==> src/include/sst_pkg.sv <==
/*
  Shared constants, carriers and helpers of the synchronous serial transmitter.
  Assumes a single 20 MHz system clock and an AXI4-Lite register port.
*/
`default_nettype none
package sst_pkg;

  // ==========================================================
  // register map (byte addresses)
  localparam logic [7:0] REG_CTRL = 8'h00;
  localparam logic [7:0] REG_STATUS = 8'h04;
  localparam logic [7:0] REG_FILL = 8'h08;
  localparam logic [7:0] REG_INT_STAT = 8'h0c;
  localparam logic [7:0] REG_INT_MASK = 8'h10;

  // ==========================================================
  // reset values and field positions
  localparam logic [7:0] FILL_RST = 8'hff;
  localparam logic [3:0] CTRL_RST = 4'hc;
  localparam logic [1:0] MASK_RST = 2'h0;
  localparam int IRQ_EMPTY = 0;
  localparam int IRQ_FILL = 1;
  localparam logic [3:0] MIN_DATA_BITS = 4'h5;
  localparam logic [1:0] RESP_OKAY = 2'h0;
  localparam logic [1:0] RESP_SLVERR = 2'h2;
  localparam int SYNC_W = 11;
  // strobe pin idles high, everything else low
  localparam logic [10:0] PINS_RST = 11'h004;

  // ==========================================================
  // types
  typedef struct packed {
    logic [1:0] len;
    logic parity_inhibit;
    logic parity_even_select;
  } sst_cfg_t;

  typedef struct packed {
    logic [7:0] data;
    logic strobe_n;
    logic cts;
    logic bclk;
  } sst_pins_t;

  typedef enum logic {ST_IDLE, ST_SHIFT} sst_state_t;
  typedef enum logic [1:0] {NX_HOLD, NX_FILL, NX_STOP} sst_next_t;

  // ==========================================================
  // helpers
  // data bits masked to the length, parity placed just above them
  function automatic logic [8:0] sst_frame(input logic [7:0] d, input sst_cfg_t c);
    logic [7:0] m;
    logic p;
    logic [3:0] n;
    n = MIN_DATA_BITS + {2'h0, c.len};
    m = d & ~(8'hff << n);
    p = (^m) ^ ~c.parity_even_select;
    sst_frame = {1'b0, m} | ({8'h00, p & ~c.parity_inhibit} << n);
  endfunction : sst_frame

  function automatic logic [3:0] sst_total(input sst_cfg_t c);
    sst_total = MIN_DATA_BITS + {2'h0, c.len} + {3'h0, ~c.parity_inhibit};
  endfunction : sst_total

  function automatic logic sst_addr_ok(input logic [7:0] a);
    sst_addr_ok = (a == REG_CTRL) || (a == REG_STATUS) || (a == REG_FILL) ||
                  (a == REG_INT_STAT) || (a == REG_INT_MASK);
  endfunction : sst_addr_ok

endpackage : sst_pkg
`default_nettype wire

==> src/hw/sst_sync.sv <==
/*
  Two-stage synchroniser for a bundle of pin levels.
  Assumes the inputs are slow levels; multi-bit words are only sampled
  while the sender holds them steady.
*/
`timescale 1ns/10ps
`default_nettype none
module sst_sync #(
  parameter int W = 1,
  parameter logic [W-1:0] RST = '0
) (
  // clock and reset
  input wire logic sys_clk,
  input wire logic rst_n,
  // levels
  input wire logic [W-1:0] d,
  output logic [W-1:0] q
);

  logic [W-1:0] meta;

  // first stage feeds only the second
  always_ff @(posedge sys_clk or negedge rst_n) begin
    if (!rst_n) begin
      meta <= RST;
      q <= RST;
    end else begin
      meta <= d;
      q <= meta;
    end
  end

endmodule : sst_sync
`default_nettype wire

==> src/hw/sst_transmitter.sv <==
/*
  Synchronous-mode serial transmitter: holding register, fill character,
  parity, clear-to-send gating, flags, AXI4-Lite registers and interrupt.
  Assumes pins come from outside the clock domain and the transmit bit
  clock is far slower than sys_clk (at least 8 sys_clk cycles per half bit).
*/
`timescale 1ns/10ps
`default_nettype none
// Behaviour
// - A loaded character gets odd, even or no parity as configured.
// - The next character source is chosen at the middle of the last bit.
// - With no held character the fill goes next and the fill flag rises.
// - A new held character clears the fill flag and follows the fill with no gap.
// - The empty flag is high while the holding register can take a character.
// - The holding register follows the data pins while the load strobe is low.
// - With clear-to-send low or a character in flight the held character waits.
// - Clear-to-send high at a bit boundary while idle, or a character ending, moves the held character and sets empty.
// - A loaded character is shifted out as a plain NRZ stream.
// - Clear-to-send low at the middle of the last bit ends transmission after that character, line at mark.
// - The delimiter is low on the last bit of a character and while idle.
// - The length field picks five to eight data bits.
// - Shorter characters use only the low bits of data and fill.
// - Reset goes idle: line mark, empty high, delimiter low, fill all ones.
module sst_transmitter
  import sst_pkg::*;
(
  // clock and reset
  input wire logic sys_clk,
  input wire logic rst_n,
  // parallel side pins
  input wire logic [7:0] char_data_inputs,
  input wire logic holding_load_strobe_n,
  input wire logic clear_to_send,
  input wire logic tx_bit_clk,
  // serial side and flags
  output logic serial_line_out,
  output logic last_bit_delimiter,
  output logic holding_empty_flag,
  output logic fill_substituted_flag,
  output logic irq,
  // axi4-lite write
  input wire logic [7:0] s_axi_awaddr,
  input wire logic s_axi_awvalid,
  output logic s_axi_awready,
  input wire logic [31:0] s_axi_wdata,
  input wire logic [3:0] s_axi_wstrb,
  input wire logic s_axi_wvalid,
  output logic s_axi_wready,
  output logic [1:0] s_axi_bresp,
  output logic s_axi_bvalid,
  input wire logic s_axi_bready,
  // axi4-lite read
  input wire logic [7:0] s_axi_araddr,
  input wire logic s_axi_arvalid,
  output logic s_axi_arready,
  output logic [31:0] s_axi_rdata,
  output logic [1:0] s_axi_rresp,
  output logic s_axi_rvalid,
  input wire logic s_axi_rready
);

  // ==========================================================
  // pin synchronisation
  sst_pins_t pins_raw;
  sst_pins_t pins_s;
  logic bclk_d;
  logic bclk_rise;
  logic bclk_fall;

  assign pins_raw = {char_data_inputs, holding_load_strobe_n, clear_to_send, tx_bit_clk};

  sst_sync #(
    .W(SYNC_W),
    .RST(PINS_RST)
  ) u_sync (
    .sys_clk(sys_clk),
    .rst_n(rst_n),
    .d(pins_raw),
    .q(pins_s)
  );

  // bit clock edge detection on the synchronised level
  always_ff @(posedge sys_clk or negedge rst_n) begin
    if (!rst_n) begin
      bclk_d <= 1'b0;
    end else begin
      bclk_d <= pins_s.bclk;
    end
  end

  assign bclk_rise = pins_s.bclk & ~bclk_d;
  assign bclk_fall = ~pins_s.bclk & bclk_d;

  // ==========================================================
  // state
  sst_cfg_t cfg;
  logic [7:0] fill_reg;
  logic [7:0] hold_data;
  sst_state_t state;
  sst_next_t next_sel;
  logic [8:0] shreg;
  logic [3:0] bit_cnt;
  logic [3:0] cur_total;
  logic last_bit;
  logic ld_go;
  logic ld_hold;
  logic [8:0] ld_frame;
  logic [1:0] int_stat;
  logic [1:0] int_mask;
  logic [1:0] int_clr;
  logic [1:0] int_ev;
  logic wr_en;
  logic rd_en;

  assign last_bit = (bit_cnt == cur_total - 4'h1);

  // ==========================================================
  // load decision at a bit boundary
  always_comb begin
    ld_hold = 1'b0;
    ld_go = 1'b0;
    if (bclk_rise) begin
      case (state)
        ST_IDLE: begin
          ld_hold = pins_s.cts & ~holding_empty_flag;
          ld_go = ld_hold;
        end
        ST_SHIFT: begin
          if (last_bit) begin
            ld_hold = (next_sel == NX_HOLD);
            ld_go = (next_sel != NX_STOP);
          end
        end
        default: ld_go = 1'b0;
      endcase
    end
    // masking and parity happen on the way in
    ld_frame = sst_frame(ld_hold ? hold_data : fill_reg, cfg);
  end

  // ==========================================================
  // holding register, a latch sampled on sys_clk
  // capture beats the transfer so a character loaded in the same cycle is kept
  always_ff @(posedge sys_clk or negedge rst_n) begin
    if (!rst_n) begin
      hold_data <= 8'h00;
      holding_empty_flag <= 1'b1;
    end else if (!pins_s.strobe_n) begin
      hold_data <= pins_s.data;
      holding_empty_flag <= 1'b0;
    end else if (ld_hold) begin
      holding_empty_flag <= 1'b1;
    end
  end

  // ==========================================================
  // source choice at the middle of the last bit
  // clear-to-send is judged here, so a late drop still lets one more go
  always_ff @(posedge sys_clk or negedge rst_n) begin
    if (!rst_n) begin
      next_sel <= NX_STOP;
    end else if (bclk_fall && state == ST_SHIFT && last_bit) begin
      if (!pins_s.cts) begin
        next_sel <= NX_STOP;
      end else if (!holding_empty_flag) begin
        next_sel <= NX_HOLD;
      end else begin
        next_sel <= NX_FILL;
      end
    end
  end

  // ==========================================================
  // shift engine, line and delimiter
  always_ff @(posedge sys_clk or negedge rst_n) begin
    if (!rst_n) begin
      state <= ST_IDLE;
      shreg <= 9'h000;
      bit_cnt <= 4'h0;
      cur_total <= 4'h0;
      serial_line_out <= 1'b1;
      last_bit_delimiter <= 1'b0;
    end else if (ld_go) begin
      state <= ST_SHIFT;
      serial_line_out <= ld_frame[0];
      shreg <= ld_frame >> 1;
      bit_cnt <= 4'h0;
      cur_total <= sst_total(cfg);
      last_bit_delimiter <= 1'b1;
    end else if (bclk_rise) begin
      case (state)
        ST_SHIFT: begin
          if (last_bit) begin
            state <= ST_IDLE;
            serial_line_out <= 1'b1;
            last_bit_delimiter <= 1'b0;
          end else begin
            serial_line_out <= shreg[0];
            shreg <= shreg >> 1;
            bit_cnt <= bit_cnt + 4'h1;
            last_bit_delimiter <= (bit_cnt + 4'h2 != cur_total);
          end
        end
        default: begin
          serial_line_out <= 1'b1;
          last_bit_delimiter <= 1'b0;
        end
      endcase
    end
  end

  // ==========================================================
  // fill-substituted flag: the hardware set wins over a load
  always_ff @(posedge sys_clk or negedge rst_n) begin
    if (!rst_n) begin
      fill_substituted_flag <= 1'b0;
    end else if (ld_go && !ld_hold) begin
      fill_substituted_flag <= 1'b1;
    end else if (!pins_s.strobe_n) begin
      fill_substituted_flag <= 1'b0;
    end
  end

  // ==========================================================
  // axi4-lite write channel: address and data taken together
  always_ff @(posedge sys_clk or negedge rst_n) begin
    if (!rst_n) begin
      s_axi_awready <= 1'b0;
      s_axi_wready <= 1'b0;
      s_axi_bvalid <= 1'b0;
      s_axi_bresp <= RESP_OKAY;
    end else begin
      s_axi_awready <= s_axi_awvalid & s_axi_wvalid & ~s_axi_awready & ~s_axi_bvalid;
      s_axi_wready <= s_axi_awvalid & s_axi_wvalid & ~s_axi_awready & ~s_axi_bvalid;
      if (wr_en) begin
        s_axi_bvalid <= 1'b1;
        s_axi_bresp <= sst_addr_ok(s_axi_awaddr) ? RESP_OKAY : RESP_SLVERR;
      end else if (s_axi_bready) begin
        s_axi_bvalid <= 1'b0;
      end
    end
  end

  assign wr_en = s_axi_awready & s_axi_awvalid;
  assign int_clr = (wr_en && s_axi_wstrb[0] && s_axi_awaddr == REG_INT_STAT) ?
                   s_axi_wdata[1:0] : 2'h0;

  // software-written configuration, fill character and interrupt mask
  always_ff @(posedge sys_clk or negedge rst_n) begin
    if (!rst_n) begin
      cfg <= CTRL_RST;
      fill_reg <= FILL_RST;
      int_mask <= MASK_RST;
    end else if (wr_en && s_axi_wstrb[0]) begin
      case (s_axi_awaddr)
        REG_CTRL: cfg <= s_axi_wdata[3:0];
        REG_FILL: fill_reg <= s_axi_wdata[7:0];
        REG_INT_MASK: int_mask <= s_axi_wdata[1:0];
        default: int_mask <= int_mask;
      endcase
    end
  end

  // ==========================================================
  // axi4-lite read channel
  always_ff @(posedge sys_clk or negedge rst_n) begin
    if (!rst_n) begin
      s_axi_arready <= 1'b0;
      s_axi_rvalid <= 1'b0;
      s_axi_rdata <= 32'h0000_0000;
      s_axi_rresp <= RESP_OKAY;
    end else begin
      s_axi_arready <= s_axi_arvalid & ~s_axi_arready & ~s_axi_rvalid;
      if (rd_en) begin
        s_axi_rvalid <= 1'b1;
        s_axi_rresp <= sst_addr_ok(s_axi_araddr) ? RESP_OKAY : RESP_SLVERR;
        case (s_axi_araddr)
          REG_CTRL: s_axi_rdata <= {28'h0, cfg};
          REG_STATUS: s_axi_rdata <= {27'h0, pins_s.cts, state == ST_SHIFT,
                                      last_bit_delimiter, fill_substituted_flag,
                                      holding_empty_flag};
          REG_FILL: s_axi_rdata <= {24'h0, fill_reg};
          REG_INT_STAT: s_axi_rdata <= {30'h0, int_stat};
          REG_INT_MASK: s_axi_rdata <= {30'h0, int_mask};
          default: s_axi_rdata <= 32'h0000_0000;
        endcase
      end else if (s_axi_rready) begin
        s_axi_rvalid <= 1'b0;
      end
    end
  end

  assign rd_en = s_axi_arready & s_axi_arvalid;

  // ==========================================================
  // interrupt: sticky events, write one to clear, set wins
  assign int_ev[IRQ_EMPTY] = ld_hold;
  assign int_ev[IRQ_FILL] = ld_go & ~ld_hold;

  always_ff @(posedge sys_clk or negedge rst_n) begin
    if (!rst_n) begin
      int_stat <= 2'h0;
      irq <= 1'b0;
    end else begin
      int_stat <= (int_stat & ~int_clr) | int_ev;
      irq <= |(int_stat & int_mask);
    end
  end

  // ==========================================================
  // checks
  logic fill_written;
  always_ff @(posedge sys_clk or negedge rst_n) begin
    if (!rst_n) begin
      fill_written <= 1'b0;
    end else if (wr_en && s_axi_awaddr == REG_FILL) begin
      fill_written <= 1'b1;
    end
  end
endmodule : sst_transmitter
`default_nettype wire

==> config.mk <==
export PLATFORM = sky130hd
export DESIGN_NAME = sst_transmitter
export DESIGN_NICKNAME = d
export VERILOG_FILES = /design/src/include/sst_pkg.sv /design/src/hw/sst_sync.sv /design/src/hw/sst_transmitter.sv
export SDC_FILE = /design/constraint.sdc
export NUM_CORES = 1
export LEC_CHECK = 0
export BUFFER_PORTS_ARGS = -buffer_cell sky130_fd_sc_hd__buf_2
export CAP_MARGIN = 20
export CORE_MARGIN = 4
export CORE_UTILIZATION = 47
export CTS_CLUSTER_SIZE = 14
export DETAILED_ROUTE_END_ITERATION = 10
export PLACE_DENSITY_LB_ADDON = 0.05
export SLEW_MARGIN = 40
export SYNTH_ARGS = -nofsm -noshare
export SYNTH_HDL_FRONTEND = slang
export SYNTH_SLANG_ARGS = --single-unit
==> constraint.sdc <==
create_clock -name sys_clk -period 3.18 [get_ports sys_clk]
set_input_delay 0.159 -clock sys_clk [delete_from_list [all_inputs] [get_ports sys_clk]]
set_output_delay 0.159 -clock sys_clk [all_outputs]
set_load 0.01 [all_outputs]
==> impl_metrics.py <==
metrics = {
    "synth": {
        "synth_edf_count": 0,
        "ys.flop_type": "dfrtp_1",
        "ys_ff_latch": 85,
        "seq_area_frac_synth_pct": 52.93,
        "avgSynthCellArea_um2": 11.14,
        "synth_area_leaders": "dfrtp_1 43%, dfstp_2 9.7%, mux2_2 6.9%",
        "synth_top_cell_by_area": "dfrtp_1",
        "synth_top_cell_area_share_pct": 43.21,
        "yosys_warnings": 0,
        "syn-instance-count": 364,
        "async_flop_share_pct": 100.0,
        "ys_types": 49,
        "syn_area_um2": 4054,
    },
    "global_routing": {
        "antenna_found_initial": 0,
        "grt_start_max_net_pins": 86,
        "grt_pass1_vias": 2722,
        "grt.total_usage_pct": 17.16,
        "grt_overflow_total": 0,
        "grt_first_pass_wirelength_um": 13390,
    },
    "sta": {
        "setup_tns_ns": 0,
        "fmax_mhz": 329.9,
        "hold_viol_final": 0,
        "skew_ns": 0.01425,
        "setup_viol_count_final": 0,
        "worst_slew_pin_slew_ns": 0.6549,
        "maxSlewHeadroom_pct": 56.34,
        "final.period_utilization_pct": 95.32,
        "period_minus_slack_ns": 3.031,
        "final-max-slew-violation-count": 0,
    },
    "route": {
        "vias_per_cell": 4.982,
        "first_iter_violations": 78,
        "wl_per_cell_um": 14.74,
        "detail_route.first_pass.iterations": 4,
        "ant_nets": 0,
        "num_vias": 2800,
        "wl_um": 8286,
        "drc": 0,
    },
    "worst_setup_path": {
        "cp-start-kind": "flop",
        "ff2ff_setup_slack_ns": 0.15,
        "reg2reg_depth": 12,
        "cp.arrival_ns": 3.26,
        "setup.worst_path.class": "flop to flop",
        "r2r-end": "shreg[3]$_DFFE_PN0P_",
        "cp_max_fo": 4,
        "required_ns": 3.41,
        "r2r-start": "cur_total[0]$_DFFE_PN0P_",
        "worstSetupEndpointType": "flop",
    },
    "die": {
        "ioPinCount": 116,
        "initial_utilization_pct": 48.85,
        "die_h_um": 100.9,
        "std_cell_rows": 33,
        "die-area_um2": 10170,
        "dieWidth_um": 100.9,
        "coreArea_um2": 8299,
    },
    "final_layout": {
        "antenna_cells": 0,
        "multi_input_area_um2": 1725,
        "fillers": 706,
        "fin_area_um2": 4800,
        "top_regs": "u_sync.meta (11), u_sync.q (11)",
        "nNetsFinal": 530,
        "syn_to_final_growth_pct": 18.39,
        "seqCellArea_um2": 2146,
        "drive_gt1_share_pct": 30.63,
    },
    "power": {
        "vdd_ir_drop_max_mv": 0.3277,
        "clockPowerShare_pct": 27.5,
        "p_sw_mw": 0.9691,
        "combPwrFrac_pct": 26.5,
        "p_leak_nw": 2.217,
        "p_seq_share_pct": 46.0,
        "p_per_area_nw_per_um2": 618.8,
        "internal_power_mw": 2.001,
        "switching_share_pct": 32.63,
    },
    "min_path": {
        "hold_path_depth": 2,
        "worstHoldStart": "s_axi_wdata[7]",
        "hold-path-endpoint": "fill_reg[7]$_DFFE_PN1P_",
        "hp-class": "input port to flop",
    },
    "run_status": {
        "outcome": "complete, no violations",
    },
    "clock_tree": {
        "htree_levels": 3,
        "clockBufferDepth": 2,
        "cts_tree": "built",
        "clkSinkCount": 85,
        "root_buffer": "clkbuf_8",
        "cts_buffers": 9,
        "clock_latency_ns": 0.35,
        "clk_pin_slew_ns": 0.10,
    },
    "place": {
        "dpl.hpwl_um": 6055,
        "numPortBuffers": 62,
        "gp_congestion": 0.8072,
        "dpl-instance-area_um2": 4409,
    },
    "flow_run": {
        "maxCapViolCount": 0,
    },
}
==> worst max-delay path by stage <==
stage	start	to
final	cur_total[0]$_DFFE_PN0P_	shreg[3]$_DFFE_PN0P_
after global routing	cur_total[0]$_DFFE_PN0P_	shreg[3]$_DFFE_PN0P_
after CTS	cur_total[0]$_DFFE_PN0P_	shreg[3]$_DFFE_PN0P_
after detailed placement	cur_total[0]$_DFFE_PN0P_	shreg[3]$_DFFE_PN0P_
after global placement	cur_total[0]$_DFFE_PN0P_	shreg[3]$_DFFE_PN0P_
after floorplan	cur_total[0]$_DFFE_PN0P_	shreg[3]$_DFFE_PN0P_
==> power groups by stage <==
stage               clock network (mW)  logic [mW]  registers [mW]
floorplan                            0       0.559            1.36
global placement                     0       0.743            1.38
detailed placement                   0       0.758            1.39
CTS                              0.847       0.774            1.37
global route                     0.890       0.884            1.39
finish                           0.817       0.786            1.37
==> cells in the mapped netlist, types with 6 or more instances <==
cell,instances
dfrtp_1,70
nand2_1,46
o21ai_0,36
buf_4,27
mux2_2,25
nor2_1,17
dfstp_2,15
mux2i_1,14
xnor2_1,12
inv_1,9
a21oi_1,8
ha_1,7
clkbuf_1,6
xor2_1,6
==> layout make-up <==
cell class / count / share of cell area [%]
inverters: 9 / 0.7039
flip-flops and latches: 85 / 44.71
clock inverters: 7 / 1.799
well taps: 105 / 2.737
clock buffers: 9 / 2.581
repair buffers: 88 / 11.52
multi-input cells: 259 / 35.95
==> kinds of logic after synthesis <==
| kind of cell | after synthesis | share of synthesized area [%] |
|---|---|---|
| compound gates | 63 | 9.413 |
| buf+inv | 45 | 6.913 |
| mux | 39 | 10.40 |
| simple gates | 103 | 12.50 |
| fa+ha+maj | 8 | 2.654 |
| other cells | 1 | 0.09250 |
| xor+xnor | 20 | 5.092 |
| flops | 85 | 52.93 |
==> stage by stage <==
step / instances / setup WS, ns / total power [mW] / util [%] / hold WS (ns)
after floorplan: 389 / 0.2179 / 1.922 / - / -0.1366
after global placement: 528 / 0.07115 / 2.126 / 53.08 / 0.2649
after detailed placement: 528 / 0.02078 / 2.149 / 53.13 / 0.2658
after CTS: 558 / 0.02876 / 2.992 / 57.35 / 0.03322
after global routing: 562 / -0.008402 / 3.166 / 57.83 / 0.03994
final: 562 / 0.1490 / 2.970 / 57.83 / 0.04699
==> cells in the final DEF, fill, tap and decap left out, drive strengths merged, types with 12 or more instances in the layout <==
| cell | count |
|---|---|
| buf | 73 |
| dfstp | 15 |
| dlygate4sd3 | 14 |
| conb | 26 |
| o21ai | 36 |
| mux2 | 25 |
| dfrtp | 70 |
| nor2 | 17 |
| mux2i | 14 |
| inv | 14 |
| nand2 | 46 |
| xnor2 | 12 |
==> metal layers <==
metal | track usage, % | share of wire, % | wire, um
met5 | 0 | 0 | 0
met2 | 28.35 | 50 | 4133
met4 | 5.596 | 0.91 | 75
met3 | 3.322 | 4.4 | 368
met1 | 22.77 | 45 | 3709
==> critical path, stage by stage (launching register included) <==
cell	delay, ns
dfrtp_1	0.39
inv_1	0.07
ha_1	0.14
xor3_1	0.41
o31a_1	0.30
a211oi_4	0.23
buf_6	0.14
buf_4	0.10
mux2i_1	0.19
xnor2_1	0.25
xor3_2	0.46
nand4_1	0.12
a31oi_1	0.10
==> what timing repair did <==
action,in CTS,in global routing
pin swaps,1,4
buffers inserted,0,4
setup endpoints to repair,1,5
gates cloned,0,0
resized for setup,0,2
hold buffers,14,0
hold endpoints to repair,83,0
(Power assumes the default switching activity.)
